[src/rtl/dual_timer_defines.svh]
`ifndef DUAL_TIMER_DEFINES_SVH
`define DUAL_TIMER_DEFINES_SVH

// ----------------------------------------------------------------------------
// Register indices; the byte address on the bus is four times the index
// ----------------------------------------------------------------------------
`define DT_IDX_SERIAL_TIMER 16'hFFC3
`define DT_IDX_CH0_CTRL     16'hFFC8
`define DT_IDX_CH0_CSR      16'hFFC9
`define DT_IDX_CH0_TCA      16'hFFCA
`define DT_IDX_CH0_TCB      16'hFFCB
`define DT_IDX_CH0_CNT      16'hFFCC
`define DT_IDX_CH1_CTRL     16'hFFD0
`define DT_IDX_CH1_CSR      16'hFFD1
`define DT_IDX_CH1_TCA      16'hFFD2
`define DT_IDX_CH1_TCB      16'hFFD3
`define DT_IDX_CH1_CNT      16'hFFD4

// ----------------------------------------------------------------------------
// Reset values, counter maximum and constant read bits
// ----------------------------------------------------------------------------
`define DT_TC_RST           8'hFF
`define DT_CNT_MAX          8'hFF
`define DT_CH0_RSV_BIT      1'b0
`define DT_CH1_RSV_BIT      1'b1

// ----------------------------------------------------------------------------
// Field codes
// ----------------------------------------------------------------------------
`define DT_CKS_STOP0        3'h0
`define DT_CKS_DIV_A        3'h1
`define DT_CKS_DIV_B        3'h2
`define DT_CKS_DIV_C        3'h3
`define DT_CKS_STOP1        3'h4
`define DT_CKS_EXT_RISE     3'h5
`define DT_CKS_EXT_FALL     3'h6
`define DT_CKS_EXT_BOTH     3'h7
`define DT_CLR_NONE         2'h0
`define DT_CLR_MATCH_A      2'h1
`define DT_CLR_MATCH_B      2'h2
`define DT_CLR_PIN          2'h3
`define DT_OS_KEEP          2'h0
`define DT_OS_LOW           2'h1
`define DT_OS_HIGH          2'h2
`define DT_OS_TOGGLE        2'h3

// ----------------------------------------------------------------------------
// Prescaler: divisor is two to the power of the exponent
// ----------------------------------------------------------------------------
`define DT_PRE_W            11
`define DT_EXP_SLOW_A       4'h3
`define DT_EXP_SLOW_B       4'h6
`define DT_EXP_SLOW_C       4'hA
`define DT_CH0_EXP_FAST_A   4'h1
`define DT_CH0_EXP_FAST_B   4'h5
`define DT_CH0_EXP_FAST_C   4'h8
`define DT_CH1_EXP_FAST_A   4'h1
`define DT_CH1_EXP_FAST_B   4'h7
`define DT_CH1_EXP_FAST_C   4'hB

`define DT_RESP_OKAY        2'h0
`define DT_RESP_SLVERR      2'h2

`endif

[src/rtl/dual_timer_pkg.sv]
`include "dual_timer_defines.svh"

package dual_timer_pkg;

  typedef struct packed {
    logic       matchBIrqEnable;
    logic       matchAIrqEnable;
    logic       wrapIrqEnable;
    logic       clearSourceHi;
    logic       clearSourceLo;
    logic [2:0] clockSel;
  } timer_control_reg_t;

  typedef struct packed {
    timer_control_reg_t ctrl;
    logic               matchBFlag;
    logic               matchAFlag;
    logic               wrapFlag;
    logic [3:0]         outSelect;
    logic [7:0]         timeConstantA;
    logic [7:0]         timeConstantB;
    logic [7:0]         upCounter;
    logic               outLevel;
    logic               outOn;
    logic               irqA;
    logic               irqB;
    logic               irqW;
  } chan_t;

  typedef struct packed {
    logic [31:0] awaddr;
    logic        awvalid;
    logic [31:0] wdata;
    logic [3:0]  wstrb;
    logic        wvalid;
    logic        bready;
    logic [31:0] araddr;
    logic        arvalid;
    logic        rready;
  } axi_req_t;

  typedef struct packed {
    logic        awready;
    logic        wready;
    logic [1:0]  bresp;
    logic        bvalid;
    logic        arready;
    logic [31:0] rdata;
    logic [1:0]  rresp;
    logic        rvalid;
  } axi_rsp_t;

  typedef struct packed {
    chan_t [1:0]           ch;
    logic [`DT_PRE_W-1:0]  prescale;
    logic [1:0]            prescaleBits;
    logic [3:0]            syncA;
    logic [3:0]            syncB;
    logic [3:0]            syncC;
    logic                  awHeld;
    logic                  awBad;
    logic [15:0]           awIdx;
    logic                  wHeld;
    logic [7:0]            wByte;
    logic                  wLane;
    logic                  awRdy;
    logic                  wRdy;
    logic                  bvalid;
    logic [1:0]            bresp;
    logic                  arRdy;
    logic                  rvalid;
    logic [31:0]           rdata;
    logic [1:0]            rresp;
  } state_t;

endpackage : dual_timer_pkg

[src/rtl/dual_8bit_compare_timer.sv]
// Decided for this implementation: the AXI4-Lite register port.
`timescale 1ns/1ps
`include "dual_timer_defines.svh"

// Function
// - Channel 0 codes 0,4 stop; 1-3 divide by 8/64/1024 or 2/32/256.
// - Channel 1 codes 1-3 divide by 8/64/1024 or 2/128/2048; 0,4 stop.
// - Codes 5,6,7 count external rising, falling or both edges.
// - Clear field: none, match A, match B, or external reset rising edge.
// - Overflow request only when its enable bit is set.
// - Match A request only while its enable bit is set.
// - Match B request only while its enable bit is set.
// - Match A flag sets when counter equals constant A.
// - Match B flag sets when counter equals constant B.
// - Status flags clear on written zero; written one has no effect.
// - All four output-select bits zero disables the compare output.
// - Channel 1 mirrors channel 0 except divisors and reserved bit reading one.
module dual_8bit_compare_timer (
  input  wire logic                     clk,        // Peripheral clock.
  input  wire logic                     rst_n,      // Synchronous reset, active low.
  input  wire logic                     ce,         // Clock enable; low freezes all state.
  input  wire dual_timer_pkg::axi_req_t axiReq,     // AXI4-Lite master signals.
  output      dual_timer_pkg::axi_rsp_t axiRsp,     // AXI4-Lite slave signals.
  input  wire logic [1:0]               extClk,     // External clock pin per channel.
  input  wire logic [1:0]               extRst,     // External counter reset pin per channel.
  output      logic [1:0]               cmpOut,     // Compare output level per channel.
  output      logic [1:0]               cmpOutOn,   // Compare output enabled per channel.
  output      logic [1:0]               irqMatchA,  // Match A request per channel.
  output      logic [1:0]               irqMatchB,  // Match B request per channel.
  output      logic [1:0]               irqWrap     // Overflow request per channel.
);
  import dual_timer_pkg::*;

  state_t     st_ff;
  state_t     nxt_st;
  logic [1:0] tick;
  logic [1:0] matchA;
  logic [1:0] matchB;
  logic [1:0] clrNow;
  logic [1:0] wrap;
  logic [1:0] extRise;
  logic [1:0] extFall;
  logic [1:0] rstRise;
  logic [1:0] wrCtrl;
  logic [1:0] wrCsr;
  logic [1:0] wrCnt;
  logic       doWr;
  logic       wrEn;
  logic [8:0] wrLook;
  logic [8:0] rdLook;
  logic [8:0] csr0Look;
  logic [8:0] csr1Look;

  // --------------------------------------------------------------------------
  // Helpers
  // --------------------------------------------------------------------------
  // A tick is the cycle in which the divided clock falls, i.e. the low
  // prescaler bits are all ones and roll over on the next edge.
  function automatic logic prescaleTick(input logic [`DT_PRE_W-1:0] pre,
                                        input logic [3:0] expo);
    logic [`DT_PRE_W-1:0] mask;
    mask = ~({`DT_PRE_W{1'b1}} << expo);
    return (pre & mask) == mask;
  endfunction : prescaleTick

  function automatic logic [3:0] divExp(input logic chan, input logic [2:0] sel,
                                        input logic fast);
    logic [3:0] e;
    e = `DT_EXP_SLOW_A;
    if (sel == `DT_CKS_DIV_B) begin
      e = !fast ? `DT_EXP_SLOW_B : (chan ? `DT_CH1_EXP_FAST_B : `DT_CH0_EXP_FAST_B);
    end else if (sel == `DT_CKS_DIV_C) begin
      e = !fast ? `DT_EXP_SLOW_C : (chan ? `DT_CH1_EXP_FAST_C : `DT_CH0_EXP_FAST_C);
    end else begin
      e = !fast ? `DT_EXP_SLOW_A : (chan ? `DT_CH1_EXP_FAST_A : `DT_CH0_EXP_FAST_A);
    end
    return e;
  endfunction : divExp

  // Returns the hit bit on top of the eight data bits.
  function automatic logic [8:0] regRead(input state_t s, input logic [15:0] idx);
    logic [8:0] r;
    r = 9'h000;
    unique case (idx)
      `DT_IDX_SERIAL_TIMER: r = {1'b1, 6'h00, s.prescaleBits};
      `DT_IDX_CH0_CTRL:     r = {1'b1, s.ch[0].ctrl};
      `DT_IDX_CH0_CSR:      r = {1'b1, s.ch[0].matchBFlag, s.ch[0].matchAFlag,
                                 s.ch[0].wrapFlag, `DT_CH0_RSV_BIT, s.ch[0].outSelect};
      `DT_IDX_CH0_TCA:      r = {1'b1, s.ch[0].timeConstantA};
      `DT_IDX_CH0_TCB:      r = {1'b1, s.ch[0].timeConstantB};
      `DT_IDX_CH0_CNT:      r = {1'b1, s.ch[0].upCounter};
      `DT_IDX_CH1_CTRL:     r = {1'b1, s.ch[1].ctrl};
      `DT_IDX_CH1_CSR:      r = {1'b1, s.ch[1].matchBFlag, s.ch[1].matchAFlag,
                                 s.ch[1].wrapFlag, `DT_CH1_RSV_BIT, s.ch[1].outSelect};
      `DT_IDX_CH1_TCA:      r = {1'b1, s.ch[1].timeConstantA};
      `DT_IDX_CH1_TCB:      r = {1'b1, s.ch[1].timeConstantB};
      `DT_IDX_CH1_CNT:      r = {1'b1, s.ch[1].upCounter};
      default:              r = 9'h000;
    endcase
    return r;
  endfunction : regRead

  // --------------------------------------------------------------------------
  // Next state
  // --------------------------------------------------------------------------
  always_comb begin
    logic lvl;
    logic [1:0] actA;
    logic [1:0] actB;
    lvl    = 1'b0;
    actA   = `DT_OS_KEEP;
    actB   = `DT_OS_KEEP;
    nxt_st = st_ff;
    nxt_st.prescale = st_ff.prescale + `DT_PRE_W'(1);
    nxt_st.syncA = {extRst, extClk};
    nxt_st.syncB = st_ff.syncA;
    nxt_st.syncC = st_ff.syncB;
    extRise = st_ff.syncB[1:0] & ~st_ff.syncC[1:0];
    extFall = ~st_ff.syncB[1:0] & st_ff.syncC[1:0];
    rstRise = st_ff.syncB[3:2] & ~st_ff.syncC[3:2];

    // Write path: address and data may arrive in either order.
    if (axiReq.awvalid && st_ff.awRdy) begin
      nxt_st.awHeld = 1'b1;
      nxt_st.awIdx  = axiReq.awaddr[17:2];
      nxt_st.awBad  = (axiReq.awaddr[31:18] != 14'h0000) || (axiReq.awaddr[1:0] != 2'h0);
    end
    if (axiReq.wvalid && st_ff.wRdy) begin
      nxt_st.wHeld = 1'b1;
      nxt_st.wByte = axiReq.wdata[7:0];
      nxt_st.wLane = axiReq.wstrb[0];
    end
    doWr   = st_ff.awHeld && st_ff.wHeld && !st_ff.bvalid;
    wrLook = regRead(st_ff, st_ff.awIdx);
    wrEn   = doWr && wrLook[8] && !st_ff.awBad && st_ff.wLane;
    if (doWr) begin
      nxt_st.awHeld = 1'b0;
      nxt_st.wHeld  = 1'b0;
      nxt_st.bvalid = 1'b1;
      nxt_st.bresp  = (wrLook[8] && !st_ff.awBad) ? `DT_RESP_OKAY : `DT_RESP_SLVERR;
    end else if (st_ff.bvalid && axiReq.bready) begin
      nxt_st.bvalid = 1'b0;
    end
    if (wrEn && st_ff.awIdx == `DT_IDX_SERIAL_TIMER) begin
      nxt_st.prescaleBits = st_ff.wByte[1:0];
    end

    // ------------------------------------------------------------------------
    // Timer channels
    // ------------------------------------------------------------------------
    for (int c = 0; c < 2; c++) begin
      wrCtrl[c] = wrEn && st_ff.awIdx == (c == 0 ? `DT_IDX_CH0_CTRL : `DT_IDX_CH1_CTRL);
      wrCsr[c]  = wrEn && st_ff.awIdx == (c == 0 ? `DT_IDX_CH0_CSR : `DT_IDX_CH1_CSR);
      wrCnt[c]  = wrEn && st_ff.awIdx == (c == 0 ? `DT_IDX_CH0_CNT : `DT_IDX_CH1_CNT);
      unique case (st_ff.ch[c].ctrl.clockSel)
        `DT_CKS_STOP0,
        `DT_CKS_STOP1:    tick[c] = 1'b0;
        `DT_CKS_DIV_A,
        `DT_CKS_DIV_B,
        `DT_CKS_DIV_C:    tick[c] = prescaleTick(st_ff.prescale,
                                    divExp(c[0], st_ff.ch[c].ctrl.clockSel,
                                           st_ff.prescaleBits[c]));
        `DT_CKS_EXT_RISE: tick[c] = extRise[c];
        `DT_CKS_EXT_FALL: tick[c] = extFall[c];
        `DT_CKS_EXT_BOTH: tick[c] = extRise[c] | extFall[c];
      endcase
      matchA[c] = tick[c] && st_ff.ch[c].upCounter == st_ff.ch[c].timeConstantA;
      matchB[c] = tick[c] && st_ff.ch[c].upCounter == st_ff.ch[c].timeConstantB;
      unique case ({st_ff.ch[c].ctrl.clearSourceHi, st_ff.ch[c].ctrl.clearSourceLo})
        `DT_CLR_NONE:    clrNow[c] = 1'b0;
        `DT_CLR_MATCH_A: clrNow[c] = matchA[c];
        `DT_CLR_MATCH_B: clrNow[c] = matchB[c];
        `DT_CLR_PIN:     clrNow[c] = rstRise[c];
      endcase
      wrap[c] = tick[c] && st_ff.ch[c].upCounter == `DT_CNT_MAX && !clrNow[c];

      // A software write to the counter wins over counting and clearing.
      if (wrCnt[c]) begin
        nxt_st.ch[c].upCounter = st_ff.wByte;
      end else if (clrNow[c]) begin
        nxt_st.ch[c].upCounter = 8'h00;
      end else if (tick[c]) begin
        nxt_st.ch[c].upCounter = st_ff.ch[c].upCounter + 8'h01;
      end

      // Flags: a written zero clears, a written one keeps, and a hardware
      // event in the same cycle wins over the clear.
      nxt_st.ch[c].matchBFlag = (st_ff.ch[c].matchBFlag && !(wrCsr[c] && !st_ff.wByte[7]))
                                || matchB[c];
      nxt_st.ch[c].matchAFlag = (st_ff.ch[c].matchAFlag && !(wrCsr[c] && !st_ff.wByte[6]))
                                || matchA[c];
      nxt_st.ch[c].wrapFlag   = (st_ff.ch[c].wrapFlag && !(wrCsr[c] && !st_ff.wByte[5]))
                                || wrap[c];
      if (wrCsr[c]) begin
        nxt_st.ch[c].outSelect = st_ff.wByte[3:0];
      end
      if (wrCtrl[c]) begin
        nxt_st.ch[c].ctrl = st_ff.wByte;
      end
      if (wrEn && st_ff.awIdx == (c == 0 ? `DT_IDX_CH0_TCA : `DT_IDX_CH1_TCA)) begin
        nxt_st.ch[c].timeConstantA = st_ff.wByte;
      end
      if (wrEn && st_ff.awIdx == (c == 0 ? `DT_IDX_CH0_TCB : `DT_IDX_CH1_TCB)) begin
        nxt_st.ch[c].timeConstantB = st_ff.wByte;
      end

      // Compare output: match B acts first, so match A decides a tie.
      lvl  = st_ff.ch[c].outLevel;
      actB = matchB[c] ? st_ff.ch[c].outSelect[3:2] : `DT_OS_KEEP;
      actA = matchA[c] ? st_ff.ch[c].outSelect[1:0] : `DT_OS_KEEP;
      unique case (actB)
        `DT_OS_KEEP:   lvl = lvl;
        `DT_OS_LOW:    lvl = 1'b0;
        `DT_OS_HIGH:   lvl = 1'b1;
        `DT_OS_TOGGLE: lvl = ~lvl;
      endcase
      unique case (actA)
        `DT_OS_KEEP:   lvl = lvl;
        `DT_OS_LOW:    lvl = 1'b0;
        `DT_OS_HIGH:   lvl = 1'b1;
        `DT_OS_TOGGLE: lvl = ~lvl;
      endcase
      nxt_st.ch[c].outLevel = lvl;
      nxt_st.ch[c].outOn    = nxt_st.ch[c].outSelect != 4'h0;

      nxt_st.ch[c].irqW = nxt_st.ch[c].wrapFlag && nxt_st.ch[c].ctrl.wrapIrqEnable;
      nxt_st.ch[c].irqA = nxt_st.ch[c].matchAFlag
                          && nxt_st.ch[c].ctrl.matchAIrqEnable;
      nxt_st.ch[c].irqB = nxt_st.ch[c].matchBFlag
                          && nxt_st.ch[c].ctrl.matchBIrqEnable;
    end

    // Read path answers one cycle after the address is taken.
    rdLook = regRead(st_ff, axiReq.araddr[17:2]);
    if (axiReq.arvalid && st_ff.arRdy) begin
      nxt_st.rvalid = 1'b1;
      if (rdLook[8] && axiReq.araddr[31:18] == 14'h0000 && axiReq.araddr[1:0] == 2'h0) begin
        nxt_st.rdata = {24'h000000, rdLook[7:0]};
        nxt_st.rresp = `DT_RESP_OKAY;
      end else begin
        nxt_st.rdata = 32'h00000000;
        nxt_st.rresp = `DT_RESP_SLVERR;
      end
    end else if (st_ff.rvalid && axiReq.rready) begin
      nxt_st.rvalid = 1'b0;
    end
    nxt_st.awRdy = !nxt_st.awHeld && !nxt_st.bvalid;
    nxt_st.wRdy  = !nxt_st.wHeld && !nxt_st.bvalid;
    nxt_st.arRdy = !nxt_st.rvalid;
  end

  assign csr0Look = regRead(st_ff, `DT_IDX_CH0_CSR);
  assign csr1Look = regRead(st_ff, `DT_IDX_CH1_CSR);

  // --------------------------------------------------------------------------
  // State register
  // --------------------------------------------------------------------------
  always_ff @(posedge clk) begin
    if (!rst_n) begin
      st_ff       <= '0;
      st_ff.awRdy <= 1'b1;
      st_ff.wRdy  <= 1'b1;
      st_ff.arRdy <= 1'b1;
      for (int c = 0; c < 2; c++) begin
        st_ff.ch[c].timeConstantA <= `DT_TC_RST;
        st_ff.ch[c].timeConstantB <= `DT_TC_RST;
      end
    end else if (ce) begin
      st_ff <= nxt_st;
    end
  end

  assign axiRsp = '{awready: st_ff.awRdy, wready: st_ff.wRdy, bresp: st_ff.bresp,
                    bvalid: st_ff.bvalid, arready: st_ff.arRdy, rdata: st_ff.rdata,
                    rresp: st_ff.rresp, rvalid: st_ff.rvalid};
  assign cmpOut    = {st_ff.ch[1].outLevel, st_ff.ch[0].outLevel};
  assign cmpOutOn  = {st_ff.ch[1].outOn, st_ff.ch[0].outOn};
  assign irqMatchA = {st_ff.ch[1].irqA, st_ff.ch[0].irqA};
  assign irqMatchB = {st_ff.ch[1].irqB, st_ff.ch[0].irqB};
  assign irqWrap   = {st_ff.ch[1].irqW, st_ff.ch[0].irqW};
endmodule : dual_8bit_compare_timer

[config.mk]
export PLATFORM = sky130hd
export DESIGN_NAME = dual_8bit_compare_timer
export DESIGN_NICKNAME = d
export VERILOG_FILES = /design/src/rtl/dual_timer_pkg.sv /design/src/rtl/dual_8bit_compare_timer.sv
export VERILOG_INCLUDE_DIRS = /design/src /design/src/rtl
export SDC_FILE = /design/constraint.sdc
export NUM_CORES = 1
export LEC_CHECK = 0
export BUFFER_PORTS_ARGS = -buffer_cell sky130_fd_sc_hd__buf_2
export CORE_MARGIN = 2
export CORE_UTILIZATION = 40
export DETAILED_ROUTE_END_ITERATION = 12
export PLACE_DENSITY_LB_ADDON = 0.2
export RECOVER_POWER = 25
export SLEW_MARGIN = 15
export SYNTH_ARGS = -nofsm -noshare
export SYNTH_HDL_FRONTEND = slang
export SYNTH_SLANG_ARGS = --single-unit
[constraint.sdc]
create_clock -name clk -period 3.7 [get_ports clk]
set_input_delay 0.185 -clock clk [delete_from_list [all_inputs] [get_ports clk]]
set_output_delay 0.185 -clock clk [all_outputs]
set_load 0.03 [all_outputs]
==> flow_metrics.tcl <==
set metrics [dict create \
    post-synth-top-count-cell "nand2_1" \
    synth_largest_area_cell "dfxtp_1" \
    ff_latch_area_um2 3120 \
    comb_power_share 0.076 \
    grt_max_degree 68 \
    synth_area_um2 8430 \
    rows 53 \
    postCtsSetupRepairBufs 0 \
    status "finished, violations left" \
    maxSlewViolCount 85 \
    worstPathArrival_ns 3.01 \
    clock_latency_ns 0.44 \
    internal-power_mw 2.90 \
    drc 0 \
    synth_edf_count 0 \
    ios 163 \
    wirelength_um 23700 \
    dr_wl_met2_um 10900 \
    setup_viol 0 \
    syn_area_per_cell_um2 7.98 \
    dr.pass1.iters 5 \
    grt_pass1_wl_um 37700 \
    stdcell_count 1413 \
    area_delta_synth_final_pct 14.4 \
    portBuffers 109 \
    synthFlopType "dfxtp_1" \
    critPathLaunchType "input pin" \
    top_layer "met4" \
    met3WireLength_um 1260 \
    ir_drop_uv 307 \
    met1Wirelength_um 11100 \
    numCtsBuffers 17 \
    grtUsageTotal 0.218 \
    clkPwrFrac 0.465 \
    cts-resized-gates 0 \
    p_sw_frac 0.245 \
    overflow 0 \
    grt_antenna_before_repair 1 \
    die_w_um 149 \
    rsz0062_at_grt "no" \
    avgRoutedWirePerCell_um 16.7 \
    critPathMaxFanout 33 \
    clock_path_buffers 2 \
    die_area_um2 22300 \
    worstSetupPathType "input pin to flip-flop" \
    fp.dieH_um 149 \
    min_path_type "input pin to flip-flop" \
    syn_inst 1056 \
    drt-initial-drc-count 566 \
    power_frac_seq 0.459 \
    multi_input_area_um2 4670 \
    fin_crit_sh 0.745 \
    synthArstFlopShare 0 \
    synth_cell_types 72 \
    fillCellCount 2105 \
    drive_above_1_share 0.123 \
    clockRootBuffer "clkbuf_16" \
    coreArea_um2 20800 \
    violations "max-capacitance violations, max-slew violations" \
    start_util 0.405 \
    period_minus_slack_ns 2.76 \
    relSlewSlack -0.131 \
    drv_cap 2 \
    final_nets 1245 \
    path_clk_slew_ns 0.07 \
    ys_seq_elements 156 \
    finalHoldViolCount 0 \
    hpwlAfterDp_um 16500 \
    p_switching_uw 939 \
    dr_total_vias 7528 \
    yosysWarnings 0 \
    postCtsHoldBufs 28 \
    cts_sinks 156 \
    tritoncts "done" \
    cp.required_ns 3.95 \
    place_congestion 0.884 \
    setup_tns_ns 0 \
    diodes 0 \
    worst_slew_pin_slew_ns 1.70 \
    placedCellCount 1354 \
    power_density_nw_per_um2 397 \
    htree_levels 4 \
    viasPerCell 5.33 \
    finClkSkew_ns 0.0126 \
    synth-seq-area-share 0.370 \
    cellLeakagePower_nw 3.77 \
    netlist_top_cells_count "nand2_1, dfxtp_1, nor2_1" \
    hold_slack_ns 0.0172 \
    fmax_mhz 363 \
    synth_area_leaders "dfxtp_1, nand2_1, mux2i_1, buf_4, a21oi_1" \
    end_kind "flip-flop" \
    first_global_vias 6977 \
    ant_nets 0 \
    synth_top_area_frac 0.370 \
    fin_util 0.463 \
]
## cells in the final DEF, fill, tap and decap left out, drive strengths merged, types with 8 or more instances in the layout
cell,instances
nand3b,9
nand2,196
mux2i,71
xor2,13
nand3,37
conb,26
clkbuf,46
nand4,13
xnor2,27
dfxtp,156
and2,8
a21oi,61
nor3,9
nor4,17
nor2,79
buf,89
nand2b,14
a22oi,16
inv,21
o21ai,58
and3,18
dlygate4sd3,28
## registers in the layout (all words and copies together), names as in the netlist
name and cells:
irqWrap 2, irqMatchB 2, csr0Look 7, axiRsp 15
cmpOut 2, irqMatchA 2, cmpOutOn 2, csr1Look 7
st_ff 109, nxt_st 8
## power by group through the flow
stage          clock (mW)  sequential [mW]  combinational [mW]
3_3_place_gp            0             1.80               0.268
3_5_place_dp            0             1.80               0.270
5_1_grt              1.89             1.77               0.325
6_report             1.78             1.76               0.292
2_1_floorplan           0             1.77               0.217
4_1_cts              1.81             1.76               0.293
## critical path: stages
cell,delay [ns]
clkbuf_1,0.28
clkbuf_1,1.27
nand3_1,0.91
nand2_1,0.27
a21oi_1,0.09
## final cells by class
| cell class | count | area share |
|---|---|---|
| multi-input combinational | 787 | 0.484 |
| sequential | 156 | 0.324 |
| timing repair buffer | 143 | 0.0866 |
| clock buffer | 20 | 0.0463 |
| tap | 275 | 0.0357 |
| clock inverter | 11 | 0.0150 |
| inverter | 21 | 0.00817 |
## metrics by stage
step	power [mW]	setup slack (ns)	instance area, um2
final	3.83	0.943	9650
after global routing	3.98	0.515	9650
after CTS	3.86	1.06	9680
after detailed placement	2.07	1.08	8810
after global placement	2.06	1.14	8810
after floorplan	1.99	1.52	8530
## layer usage
layer / vias up / global-route usage
met1: 3523 / 0.295
met2: 227 / 0.347
met3: 30 / 0.0450
li1: 3748 / -
met5: - / 0
met4: 0 / 0.0729
## final timing paths
| path | from | end | slack (ns) | cells past startpoint |
|---|---|---|---|---|
| setup / recovery | ce | st_ff[66]$_SDFFE_PN0P_ | 0.94 | 5 |
| setup reg to reg | st_ff[60]$_SDFFE_PN0P_ | st_ff[104]$_SDFFE_PN0P_ | 1.08 | 7 |
| hold / removal | axiReq[43] | st_ff[45]$_SDFFE_PN0P_ | 0.02 | 3 |
| hold reg to reg | axiRsp[6]$_SDFFE_PN0P_ | axiRsp[6]$_SDFFE_PN0P_ | 0.45 | 2 |
## logic make-up (layout without fill, tap and decap cells)
| logic type | after synthesis | in the layout | synth area share |
|---|---|---|---|
| muxes | 73 | 73 | 0.0870 |
| AOI/OAI and AO/OA | 207 | 207 | 0.157 |
| other | 1 | 26 | 0.000445 |
| buffers and inverters | 138 | 195 | 0.0865 |
| xor gates and xnor gates | 40 | 40 | 0.0415 |
| DFF | 156 | 156 | 0.370 |
| and+or+nand+nor | 434 | 434 | 0.246 |
| adders and majority gates | 7 | 7 | 0.0104 |
No activity file was read; power rests on OpenSTA's default activity.
